===== config.mk =====
export PLATFORM = sky130hd
export DESIGN_NAME = ltt_trim_regs
export DESIGN_NICKNAME = d
export VERILOG_FILES = /design/src/rtl/ltt_pkg.sv /design/src/rtl/ltt_result_path.sv /design/src/rtl/ltt_trim_regs.sv
export SDC_FILE = /design/constraint.sdc
export NUM_CORES = 1
export LEC_CHECK = 0
export BUFFER_PORTS_ARGS = -buffer_cell sky130_fd_sc_hd__buf_2
export CAP_MARGIN = 5
export CORE_ASPECT_RATIO = 1.4
export CORE_UTILIZATION = 46
export CTS_BUF_LIST = sky130_fd_sc_hd__clkbuf_2
export CTS_CLUSTER_DIAMETER = 60
export CTS_CLUSTER_SIZE = 16
export DETAILED_ROUTE_END_ITERATION = 10
export PLACE_DENSITY = 0.95
export SETUP_SLACK_MARGIN = 0.4
export SLEW_MARGIN = 20
export SYNTH_ARGS = -nofsm -noshare
export SYNTH_HDL_FRONTEND = slang
export SYNTH_HIERARCHICAL = 1
export SYNTH_SLANG_ARGS = --single-unit
export TNS_END_PERCENT = 10

===== constraint.sdc =====
create_clock -name mclk -period 2.45 [get_ports mclk]
set_clock_uncertainty 0.1 [all_clocks]
set_input_delay 0.1225 -clock mclk [delete_from_list [all_inputs] [get_ports mclk]]
set_output_delay 0.1225 -clock mclk [all_outputs]
set_load 0.05 [all_outputs]

===== src/rtl/ltt_pkg.sv =====
/*
 * Package for the line transceiver trim register bank: register byte
 * addresses, field positions, reset values and widths.
 * Assumes a 32-bit AHB-Lite bus with one word per register.
 */
package ltt_pkg;
    // register byte addresses
    localparam logic [7:0] LTT_ADDR_CMP0_TRIM = 8'h00;
    localparam logic [7:0] LTT_ADDR_CMP1_TRIM = 8'h04;
    localparam logic [7:0] LTT_ADDR_CMP_POLHY = 8'h08;
    localparam logic [7:0] LTT_ADDR_AMP_CTRL  = 8'h0c;
    localparam logic [7:0] LTT_ADDR_AMP_TRIM  = 8'h10;
    localparam int         LTT_ADDR_W         = 8;

    // comparator trim register fields
    localparam int LTT_CMP_MODE_BIT = 6;
    localparam int LTT_CMP_REF_BIT  = 5;
    localparam int LTT_CMP_TRIM_W   = 5;
    localparam logic [4:0] LTT_CMP_TRIM_RST = 5'h10;

    // polarity / hysteresis register fields
    localparam int LTT_OSEL_BIT    = 6;
    localparam int LTT_C1_INV_BIT  = 5;
    localparam int LTT_C0_INV_BIT  = 4;
    localparam int LTT_C1_HYS_LSB  = 2;
    localparam int LTT_C0_HYS_LSB  = 0;
    localparam int LTT_HYS_W       = 2;

    // amplifier control fields
    localparam int LTT_AMP_EN_BIT  = 6;
    localparam int LTT_AMP_OUT_BIT = 5;
    localparam int LTT_AMP_BW_BIT  = 0;

    // amplifier trim fields
    localparam int LTT_AMP_MODE_BIT = 7;
    localparam int LTT_AMP_REF_BIT  = 6;
    localparam int LTT_AMP_TRIM_W   = 6;
    localparam logic [5:0] LTT_AMP_TRIM_RST = 6'h20;

    // ahb constants
    localparam logic [1:0] LTT_HTRANS_NONSEQ = 2'b10;
    localparam logic [1:0] LTT_HTRANS_SEQ    = 2'b11;
    localparam logic       LTT_HRESP_OKAY    = 1'b0;
endpackage


===== src/rtl/ltt_result_path.sv =====
/*
 * Comparator result conditioning: per-comparator polarity and shared
 * output select, all registered.
 * Assumes raw comparator results synchronous to mclk.
 */
module ltt_result_path (
    // clock and reset
    input  wire logic mclk,
    input  wire logic rst_n,
    // raw results and controls
    input  wire logic cmp0Raw,
    input  wire logic cmp1Raw,
    input  wire logic cmp0Invert,
    input  wire logic cmp1Invert,
    input  wire logic cmpOutputSelect,
    // conditioned results
    output logic      cmp0Result,
    output logic      cmp1Result,
    output logic      cmpSelected
);
    logic c0_d, c1_d, sel_d;
    logic c0_q, c1_q, sel_q;

    always_comb begin
        c0_d  = cmp0Raw ^ cmp0Invert;
        c1_d  = cmp1Raw ^ cmp1Invert;
        sel_d = cmpOutputSelect ? c1_d : c0_d;
    end

    always_ff @(posedge mclk or negedge rst_n) begin
        if (!rst_n) begin
            c0_q  <= 1'b0;
            c1_q  <= 1'b0;
            sel_q <= 1'b0;
        end else begin
            c0_q  <= c0_d;
            c1_q  <= c1_d;
            sel_q <= sel_d;
        end
    end

    assign cmp0Result  = c0_q;
    assign cmp1Result  = c1_q;
    assign cmpSelected = sel_q;

    a_sel_follows: assert property (@(posedge mclk) disable iff (!rst_n)
        cmpSelected == $past(cmpOutputSelect ? (cmp1Raw ^ cmp1Invert)
                                             : (cmp0Raw ^ cmp0Invert)))
        else $error("selected output mismatch");
    a_cmp1_polarity: assert property (@(posedge mclk) disable iff (!rst_n)
        $past(cmp1Invert) |-> cmp1Result == !$past(cmp1Raw))
        else $error("cmp1 polarity wrong");
    a_cmp0_polarity: assert property (@(posedge mclk) disable iff (!rst_n)
        !$past(cmp0Invert) |-> cmp0Result == $past(cmp0Raw))
        else $error("cmp0 polarity wrong");
endmodule


===== src/rtl/ltt_trim_regs.sv =====
/*
 * Trim and control register bank for the transceiver analog front end:
 * two comparators and one amplifier, reached over AHB-Lite.
 * Assumes a single AHB-Lite master, word transfers, mclk at 100 MHz,
 * analog status inputs already synchronous to mclk.
 */
// Summary of operation
// - Bit 6 of each comparator trim register puts that comparator in offset calibration.
// - Comparator 1 reference bit 5 picks negative input at 0, positive input at 1.
// - Bits 4..0 of each comparator trim hold a 5-bit trim reset to 10000 driving the analog.
// - The stored trim written by software is applied to the analog in normal operation too.
// - Polarity register bit 6 forwards comparator 0 at 0 and comparator 1 at 1.
// - Polarity bit 5 inverts comparator 1's result when set.
// - Polarity bit 4 inverts comparator 0's result when set.
// - Two-bit hysteresis fields, reset zero: comparator 1 bits 3..2, comparator 0 bits 1..0.
// - Amplifier trim bit 7 puts the amplifier in offset calibration.
// - Amplifier reference bit 6 picks negative input at 0, positive input at 1.
// - Amplifier trim bits 5..0 hold a 6-bit trim reset to 100000 driving the analog.
// - Bit 7 of the comparator trims and polarity register ignores writes and reads zero.
module ltt_trim_regs
    import ltt_pkg::*;
(
    // clock and reset
    input  wire logic                         mclk,
    input  wire logic                         rst_n,
    // ahb-lite slave
    input  wire logic                         hsel,
    input  wire logic [31:0]                  haddr,
    input  wire logic [1:0]                   htrans,
    input  wire logic                         hwrite,
    input  wire logic [2:0]                   hsize,
    input  wire logic [31:0]                  hwdata,
    input  wire logic                         hready,
    output logic      [31:0]                  hrdata,
    output logic                              hreadyout,
    output logic                              hresp,
    // analog status
    input  wire logic                         cmp0Raw,
    input  wire logic                         cmp1Raw,
    input  wire logic                         ampOutRaw,
    // comparator 0 controls
    output logic                              cmp0CalMode,
    output logic                              cmp0CalRefSel,
    output logic      [ltt_pkg::LTT_CMP_TRIM_W-1:0] cmp0OffsetTrim,
    output logic      [ltt_pkg::LTT_HYS_W-1:0]      cmp0Hysteresis,
    output logic                              cmp0Result,
    // comparator 1 controls
    output logic                              cmp1CalMode,
    output logic                              cmp1CalRefSel,
    output logic      [ltt_pkg::LTT_CMP_TRIM_W-1:0] cmp1OffsetTrim,
    output logic      [ltt_pkg::LTT_HYS_W-1:0]      cmp1Hysteresis,
    output logic                              cmp1Result,
    // shared comparator output
    output logic                              cmpSelected,
    // amplifier controls
    output logic                              ampEnable,
    output logic                              ampBandwidthSel,
    output logic                              ampCalMode,
    output logic                              ampCalRefSel,
    output logic      [ltt_pkg::LTT_AMP_TRIM_W-1:0] ampOffsetTrim
);
    import ltt_pkg::*;

    // register state
    logic [6:0] cmp0Trim_q, cmp0Trim_d;
    logic [6:0] cmp1Trim_q, cmp1Trim_d;
    logic [6:0] polHys_q,   polHys_d;
    logic       ampEn_q,    ampEn_d;
    logic       ampBw_q,    ampBw_d;
    logic [7:0] ampTrim_q,  ampTrim_d;
    logic       ampOut_q,   ampOut_d;

    // bus phase state
    logic                  wrPend_q, wrPend_d;
    logic [LTT_ADDR_W-1:0] addr_q,   addr_d;
    logic [31:0]           rdata_q,  rdata_d;
    logic                  cmp0Res, cmp1Res;

    function automatic logic [31:0] readMux(input logic [LTT_ADDR_W-1:0] a);
        logic [31:0] r;
        r = 32'h0;
        case (a)
            LTT_ADDR_CMP0_TRIM: r = {25'h0, cmp0Trim_q};
            LTT_ADDR_CMP1_TRIM: r = {25'h0, cmp1Trim_q};
            LTT_ADDR_CMP_POLHY: r = {25'h0, polHys_q};
            LTT_ADDR_AMP_CTRL: begin
                r[LTT_AMP_EN_BIT]  = ampEn_q;
                r[LTT_AMP_OUT_BIT] = ampOut_q;
                r[LTT_AMP_BW_BIT]  = ampBw_q;
            end
            LTT_ADDR_AMP_TRIM:  r = {24'h0, ampTrim_q};
            default:            r = 32'h0;
        endcase
        return r;
    endfunction

    logic addrPhase;
    assign addrPhase = hsel && hready && htrans[1];

    always_comb begin
        wrPend_d   = addrPhase && hwrite;
        addr_d     = addrPhase ? haddr[LTT_ADDR_W-1:0] : addr_q;
        rdata_d    = (addrPhase && !hwrite) ? readMux(haddr[LTT_ADDR_W-1:0]) : rdata_q;
        cmp0Trim_d = cmp0Trim_q;
        cmp1Trim_d = cmp1Trim_q;
        polHys_d   = polHys_q;
        ampEn_d    = ampEn_q;
        ampBw_d    = ampBw_q;
        ampTrim_d  = ampTrim_q;
        ampOut_d   = ampOutRaw;
        if (wrPend_q) begin
            case (addr_q)
                LTT_ADDR_CMP0_TRIM: cmp0Trim_d = hwdata[6:0];
                LTT_ADDR_CMP1_TRIM: cmp1Trim_d = hwdata[6:0];
                LTT_ADDR_CMP_POLHY: polHys_d   = hwdata[6:0];
                LTT_ADDR_AMP_CTRL: begin
                    ampEn_d = hwdata[LTT_AMP_EN_BIT];
                    ampBw_d = hwdata[LTT_AMP_BW_BIT];
                end
                LTT_ADDR_AMP_TRIM:  ampTrim_d  = hwdata[7:0];
                default: ;
            endcase
        end
    end

    always_ff @(posedge mclk or negedge rst_n) begin
        if (!rst_n) begin
            cmp0Trim_q <= {2'b00, LTT_CMP_TRIM_RST};
            cmp1Trim_q <= {2'b00, LTT_CMP_TRIM_RST};
            polHys_q   <= 7'h00;
            ampEn_q    <= 1'b0;
            ampBw_q    <= 1'b0;
            ampTrim_q  <= {2'b00, LTT_AMP_TRIM_RST};
            ampOut_q   <= 1'b0;
            wrPend_q   <= 1'b0;
            addr_q     <= '0;
            rdata_q    <= 32'h0;
        end else begin
            cmp0Trim_q <= cmp0Trim_d;
            cmp1Trim_q <= cmp1Trim_d;
            polHys_q   <= polHys_d;
            ampEn_q    <= ampEn_d;
            ampBw_q    <= ampBw_d;
            ampTrim_q  <= ampTrim_d;
            ampOut_q   <= ampOut_d;
            wrPend_q   <= wrPend_d;
            addr_q     <= addr_d;
            rdata_q    <= rdata_d;
        end
    end

    // zero wait state; read data captured at the address phase
    assign hreadyout = 1'b1;
    assign hresp     = LTT_HRESP_OKAY;
    assign hrdata    = rdata_q;

    // trims drive the analog in every mode, not only calibration
    assign cmp0CalMode     = cmp0Trim_q[LTT_CMP_MODE_BIT];
    assign cmp0CalRefSel   = cmp0Trim_q[LTT_CMP_REF_BIT];
    assign cmp0OffsetTrim  = cmp0Trim_q[LTT_CMP_TRIM_W-1:0];
    assign cmp1CalMode     = cmp1Trim_q[LTT_CMP_MODE_BIT];
    assign cmp1CalRefSel   = cmp1Trim_q[LTT_CMP_REF_BIT];
    assign cmp1OffsetTrim  = cmp1Trim_q[LTT_CMP_TRIM_W-1:0];
    assign cmp1Hysteresis  = polHys_q[LTT_C1_HYS_LSB +: LTT_HYS_W];
    assign cmp0Hysteresis  = polHys_q[LTT_C0_HYS_LSB +: LTT_HYS_W];
    assign ampEnable       = ampEn_q;
    assign ampBandwidthSel = ampBw_q;
    assign ampCalMode      = ampTrim_q[LTT_AMP_MODE_BIT];
    assign ampCalRefSel    = ampTrim_q[LTT_AMP_REF_BIT];
    assign ampOffsetTrim   = ampTrim_q[LTT_AMP_TRIM_W-1:0];

    ltt_result_path u_result (
        .mclk            (mclk),
        .rst_n           (rst_n),
        .cmp0Raw         (cmp0Raw),
        .cmp1Raw         (cmp1Raw),
        .cmp0Invert      (polHys_q[LTT_C0_INV_BIT]),
        .cmp1Invert      (polHys_q[LTT_C1_INV_BIT]),
        .cmpOutputSelect (polHys_q[LTT_OSEL_BIT]),
        .cmp0Result      (cmp0Res),
        .cmp1Result      (cmp1Res),
        .cmpSelected     (cmpSelected)
    );
    assign cmp0Result = cmp0Res;
    assign cmp1Result = cmp1Res;

    a_cmp0_trim_write: assert property (@(posedge mclk) disable iff (!rst_n)
        wrPend_q && addr_q == LTT_ADDR_CMP0_TRIM
        |=> cmp0OffsetTrim == $past(hwdata[4:0]) && cmp0CalMode == $past(hwdata[6]))
        else $error("cmp0 trim write not applied");
    a_cmp1_ref_write: assert property (@(posedge mclk) disable iff (!rst_n)
        wrPend_q && addr_q == LTT_ADDR_CMP1_TRIM
        |=> cmp1CalRefSel == $past(hwdata[5]) && cmp1CalMode == $past(hwdata[6]))
        else $error("cmp1 ref write not applied");
    a_cmp0_ref_write: assert property (@(posedge mclk) disable iff (!rst_n)
        wrPend_q && addr_q == LTT_ADDR_CMP0_TRIM |=> cmp0CalRefSel == $past(hwdata[5]))
        else $error("cmp0 ref write not applied");
    a_trim_held: assert property (@(posedge mclk) disable iff (!rst_n)
        !wrPend_q |=> $stable(cmp1OffsetTrim) && $stable(ampOffsetTrim))
        else $error("trim changed without write");
    a_hys_write: assert property (@(posedge mclk) disable iff (!rst_n)
        wrPend_q && addr_q == LTT_ADDR_CMP_POLHY
        |=> cmp1Hysteresis == $past(hwdata[3:2]) && cmp0Hysteresis == $past(hwdata[1:0]))
        else $error("hysteresis write not applied");
    a_amp_status: assert property (@(posedge mclk) disable iff (!rst_n)
        addrPhase && !hwrite && haddr[7:0] == LTT_ADDR_AMP_CTRL
        |=> hrdata[5] == $past(ampOut_q) && hrdata[6] == $past(ampEn_q))
        else $error("amp control read wrong");
    a_amp_trim_write: assert property (@(posedge mclk) disable iff (!rst_n)
        wrPend_q && addr_q == LTT_ADDR_AMP_TRIM
        |=> ampCalMode == $past(hwdata[7]) && ampCalRefSel == $past(hwdata[6])
            && ampOffsetTrim == $past(hwdata[5:0]))
        else $error("amp trim write not applied");
    a_amp_ref_hold: assert property (@(posedge mclk) disable iff (!rst_n)
        !(wrPend_q && addr_q == LTT_ADDR_AMP_TRIM) |=> $stable(ampCalRefSel))
        else $error("amp ref changed without write");
    a_amp_trim_reset: assert property (@(posedge mclk)
        $rose(rst_n) |-> ampOffsetTrim == LTT_AMP_TRIM_RST && cmp0OffsetTrim == LTT_CMP_TRIM_RST)
        else $error("trim reset value wrong");
    a_bit7_zero: assert property (@(posedge mclk) disable iff (!rst_n)
        addrPhase && !hwrite && haddr[7:0] != LTT_ADDR_AMP_TRIM |=> hrdata[31:7] == 25'h0)
        else $error("unimplemented bit reads nonzero");
endmodule


==> results of run 1 <==
cell usage after synthesis (all sizes together) (2+ instances only):
master   n
a21oi    7
nor2    13
mux2i    4
nand2    2
dfrtp   49
conb     2
or3      3
buf     31
clkbuf   5
nand4    2
o22ai    4
mux2    46
a22oi    6
xor2     2
or4      2
nor3     3
dfstp    3
a22o     3
nand3b   4
nand3    2
through the flow:
step                worst slack (ps)  power, mW  hold WS [ps]  util [%]  instance area, um^2
floorplan                        444       1.50          -273         -                 2630
global route                     330       2.16           136      60.2                 3150
global placement                 352       1.60          80.7      54.1                 2830
finish                           349       2.08           102      60.2                 3150
detailed placement               345       1.61          83.4      54.1                 2830
CTS                              351       2.08           111      59.9                 3140
worst max path at each step:
stage / slack (ps) / end / from / depth (start not counted)
finish: 350 / cmp0Trim_q[0] / addr_q[7] / 4
global route: 330 / cmp0Trim_q[0] / addr_q[7] / 4
CTS: 350 / cmp0Trim_q[0] / addr_q[4] / 4
detailed placement: 340 / cmp0Trim_q[5] / addr_q[4] / 4
global placement: 350 / cmp0Trim_q[6] / addr_q[4] / 4
floorplan: 440 / cmp0Trim_q[0] / addr_q[4] / 4
metal layers:
layer  wire (um)  up-vias  GRT usage [%]
met2        3030       92           34.5
met5           0        -              0
met3         393       15           2.92
met1        2140      929           25.1
li1            -      843              -
met4         136        0           7.41
worst max-delay path: cells and delay by family (launching register included):
family                 cells  cell delay (ps)
AND/OR/NAND/NOR            2             1030
buffers and inverters      1              160
multiplexers               1              290
flip-flops                 1              440
registers in the layout, indices dropped and copies added (netlist names), 7 cells and up:
signal / flops
cmp1Trim_q: 7
addr_q: 8
cmp0Trim_q: 7
hrdata: 8
polHys_q: 7
ampTrim_q: 8
layout make-up:
cell class	instances	area (um^2)
Clock buffer	6	30.0
Clock inverter	2	38.8
Fill cell	408	2080
Inverter	1	3.75
Multi-Input combinational cell	137	1070
Sequential cell	52	1310
Tap cell	66	82.6
Timing Repair Buffer	96	623
kinds of logic (layout without fill, tap and decap cells):
family                 Yosys count  in the layout  synth area share [%]
AO/OA/AOI/OAI                   22             22                  5.72
XOR/XNOR                         2              2                 0.690
buffers and inverters           37            105                  10.2
flip-flops                      52             52                  51.4
multiplexers                    50             50                  23.0
other                            2             26                 0.296
AND/OR/NAND/NOR                 37             37                  8.67
power by group:
group | total [mW] | switching [mW] | leakage, nW | internal, mW
Clock | 0.442 | 0.261 | 0.0436 | 0.181
Sequential | 1.02 | 0.0663 | 0.626 | 0.952
Combinational | 0.617 | 0.435 | 0.863 | 0.182
Total | 2.08 | 0.762 | 1.53 | 1.31
what timing repair did:
action,in CTS,in global routing
setup buffers,3,1
hold buffers,21,0
hold endpoints to repair,72,0
resized for setup,1,2
pin swaps,0,1
setup endpoints to repair,12,6
==> results.sh, run 1 <==
export IMPL_syn2layout_area_growth_pct=24.1
export IMPL_reg2reg_depth=4
export IMPL_start_util_pct=48.5
export IMPL_synth_area_um2=2540
export IMPL_timing_rr_start="addr_q[7]"
export IMPL_synth_top_area_share_pct=48.3
export IMPL_synth_edf_count=0
export IMPL_drive_above_1_share_pct=46.3
export IMPL_dieArea_um2=5820
export IMPL_critical_path_class="flop to flop"
export IMPL_clock_sinks=52
export IMPL_row_count=31
export IMPL_min_period_ps=2100
export IMPL_r2r_slack_ps=350
export IMPL_grt_pass1_wl_um=8930
export IMPL_antenna_found_initial=0
export IMPL_synth_area_top_cells="dfrtp_1 (48%), mux2_2 (17%), buf_4 (8.9%), mux2_4 (4.1%), dfstp_2 (3.1%)"
export IMPL_status="completed"
export IMPL_wl_per_cell_um=15.9
export IMPL_crit_chain="or4b_4, or4_4, buf_6, mux2_4"
export IMPL_overflow=0
export IMPL_critPathCaptureType="flop"
export IMPL_drt_pass1_iter_count=4
export IMPL_ys_seq_area_share_pct=51.4
export IMPL_core_um2=5240
export IMPL_vias_per_cell=5.22
export IMPL_powerDensity_nw_per_um2=659
export IMPL_rsz0062_at_grt="true"
export IMPL_tns_ps=0
export IMPL_synthCells=202
export IMPL_fmax_mhz=476
export IMPL_grt_usage_pct=20.1
export IMPL_yosysWarnings=6
export IMPL_leakage_nw=1.53
export IMPL_maxSlewViolCount=0
export IMPL_wirelength_um=5710
export IMPL_drtIter0Drc=91
export IMPL_numCtsBuffers=5
export IMPL_max_cap_violations=0
export IMPL_crit_path_max_fanout=4
export IMPL_startpoint_type="flop"
export IMPL_synth_avg_cell_area_um2=12.6
export IMPL_max_slew_margin_pct=57.8
export IMPL_dieWidth_um=64.8
export IMPL_place_congestion=0.780
export IMPL_worst_path_max_delay_cell="or4b_4"
export IMPL_placed_cells=327
export IMPL_diodes=0
export IMPL_irDropWorstVdd_mv=0.442
export IMPL_yosys_area_top_type="dfrtp_1"
export IMPL_htreeDepth=2
export IMPL_drcViolationCount=0
export IMPL_crit_arrival_ps=2330
export IMPL_worstHoldPathType="primary input to async pin"
export IMPL_final_cell_mix="buf_2 (63), dfrtp_1 (49), mux2_2 (39)"
export IMPL_grt_pass1_vias=1816
export IMPL_final_common_cell="buf_2"
export IMPL_async_flop_share_pct=100
export IMPL_finalHoldViolations=0
export IMPL_dpl_hpwl_um=4050
export IMPL_cts_root_buf="clkbuf_2"
export IMPL_fin_cells=360
export IMPL_vias=1879
export IMPL_clockBufferDepth=2
export IMPL_port_buffers=63
export IMPL_reg2reg_to="cmp0Trim_q[0]"
export IMPL_synth_ff_type="dfrtp_1"
export IMPL_synth_seq_cells=52
export IMPL_tightest_slew_ps=633
export IMPL_ys_types=31
export IMPL_finalSetupViolCount=0
export IMPL_ant_nets=0
export IMPL_die_height_um=89.9
export IMPL_cts_tree="built"
export IMPL_fin_crit_sh_pct=85.8
export IMPL_cpPeakStageDelay_ps=580
export IMPL_required_ps=2680
export IMPL_io_pins=142
export IMPL_grt_max_degree=30
export IMPL_clock_latency_ps=430
export IMPL_final_nets=370
export IMPL_cts_reportedPaths_clkPinSlew_ps=250
Power figures use the tool's default switching activity.
==> run 2, diff against run 1 <==
- BUFFER_PORTS_ARGS: -buffer_cell sky130_fd_sc_hd__buf_2 -> default
- CORE_UTILIZATION: 46 -> 50
- CTS_CLUSTER_DIAMETER: 60 -> default
- DONT_BUFFER_PORTS: default -> 1
- PLACE_DENSITY: 0.95 -> 0.77
- clock period: 2.45 -> 2.2 ns (I/O delays scaled with it)
==> run 2 against run 1 <==
Compared with the run above: non-clock buffer count shrank 60; count of clock-buffer cells in the layout shrank 1; combinational power shrank 44%; first-iteration DRC count shrank 53%; worst hold slack lost 64 ps; register-to-register slack lost 260 ps; utilization shrank 1.2 points; flip-flop and latch count is the same; wire length shrank 5.4%.
==> results.sh, run 2 (synthesis results as in run 1) <==
export IMPL_max_slew_margin_pct=61.5
export IMPL_row_count=30
export IMPL_maxSlewViolCount=0
export IMPL_crit_arrival_ps=2340
export IMPL_min_period_ps=2110
export IMPL_fin_crit_sh_pct=95.9
export IMPL_vias=1637
export IMPL_final_cell_mix="dfrtp_1 (49), mux2_2 (39), conb_1 (26)"
export IMPL_crit_path_max_fanout=7
export IMPL_clock_sinks=52
export IMPL_clockBufferDepth=2
export IMPL_cts_reportedPaths_clkPinSlew_ps=260
export IMPL_drcViolationCount=0
export IMPL_cts_resized=0
export IMPL_grt_pass1_wl_um=8650
export IMPL_start_util_pct=52.0
export IMPL_status="completed"
export IMPL_post_route_util_pct=59.0
export IMPL_wirelength_um=5400
export IMPL_drt_pass1_iter_count=4
export IMPL_critPathCaptureType="flop"
export IMPL_leakage_nw=1.29
export IMPL_rsz0062_at_grt="true"
export IMPL_grt_usage_pct=21.4
export IMPL_grt_max_degree=53
export IMPL_io_pins=142
export IMPL_overflow=0
export IMPL_place_congestion=0.843
export IMPL_port_buffers=0
export IMPL_dpl_hpwl_um=3740
export IMPL_tns_ps=0
export IMPL_diodes=0
export IMPL_finalSetupViolCount=0
export IMPL_numCtsBuffers=5
export IMPL_drtIter0Drc=43
export IMPL_max_cap_violations=0
export IMPL_grt_pass1_vias=1686
export IMPL_required_ps=2430
export IMPL_drive_above_1_share_pct=30.8
export IMPL_final_nets=310
export IMPL_htreeDepth=2
export IMPL_critical_path_class="flop to flop"
export IMPL_cts_tree="built"
export IMPL_cts_root_buf="clkbuf_2"
export IMPL_finalHoldViolations=0
export IMPL_ant_nets=0
export IMPL_vias_per_cell=5.49
export IMPL_antenna_found_initial=0
export IMPL_tightest_slew_ps=574
export IMPL_irDropWorstVdd_mv=0.676
export IMPL_core_um2=4880
export IMPL_startpoint_type="flop"
export IMPL_final_common_cell="dfrtp_1"
export IMPL_powerDensity_nw_per_um2=772
export IMPL_dieArea_um2=5370
export IMPL_die_height_um=86.3
export IMPL_fmax_mhz=474
export IMPL_worstHoldPathType="primary input to flop"
export IMPL_wl_per_cell_um=18.1
export IMPL_syn2layout_area_growth_pct=13.4
export IMPL_dieWidth_um=62.2
export IMPL_clock_latency_ps=420
run 2: cell type report:
class                   instances  area (um^2)
clock buffers                   5         25.0
clock inverters                 3         42.5
fillers                       424         2000
inverters                       1         3.75
multi-input cells             137         1070
flip-flops and latches         52         1310
well taps                      64         80.1
repair buffers                 36          353
run 2: worst paths after layout:
kind | startpoint | end | slack, ps | cells after the start
setup / recovery | addr_q[6] | cmp0Trim_q[3] | 90 | 3
hold / removal | haddr[4] | hrdata[1] | 40 | 4
setup reg to reg | addr_q[6] | cmp0Trim_q[3] | 90 | 3
hold reg to reg | polHys_q[5] | u_result/cmp1Result | 440 | 1
max in group asynchronous | rst_n | ampTrim_q[5] | 1680 | 2
min in group asynchronous | rst_n | hrdata[3] | 50 | 2
run 2: through the flow:
step	total power, mW	instances	hold slack, ps	setup WS [ps]	area, um^2
finish	2.22	298	38.1	90.0	2880
CTS	2.23	296	2.67	106	2860
detailed placement	1.67	262	-284	130	2520
floorplan	1.67	226	-286	196	2630
global placement	1.66	262	-284	146	2520
global route	2.31	298	1.82	72.6	2880
run 2: routing by layer:
layer	routed length (um)	track usage (%)	share of wire [%]
met1	2050	24.1	38
met2	2770	36.7	51
met3	385	6.32	7.1
met4	195	11.4	3.6
met5	0	0	0
run 2: worst max-delay path, cell delays in order (launching register included):
cell and delay, ps:
dfrtp_1 450, or4b_4 580, or4_4 560, mux2_4 330
run 2: what timing repair did:
item / CTS / global route
hold endpoints to repair: 104 / 2
setup endpoints to repair: 31 / 31
hold buffers: 24 / 2
buffers inserted: 2 / 0
run 2: where the power goes:
group / switching, mW / total, mW / leakage [nW] / internal [mW]
logic: 0.198 / 0.346 / 0.624 / 0.148
clock network: 0.297 / 0.487 / 0.0390 / 0.189
registers: 0.333 / 1.39 / 0.626 / 1.06
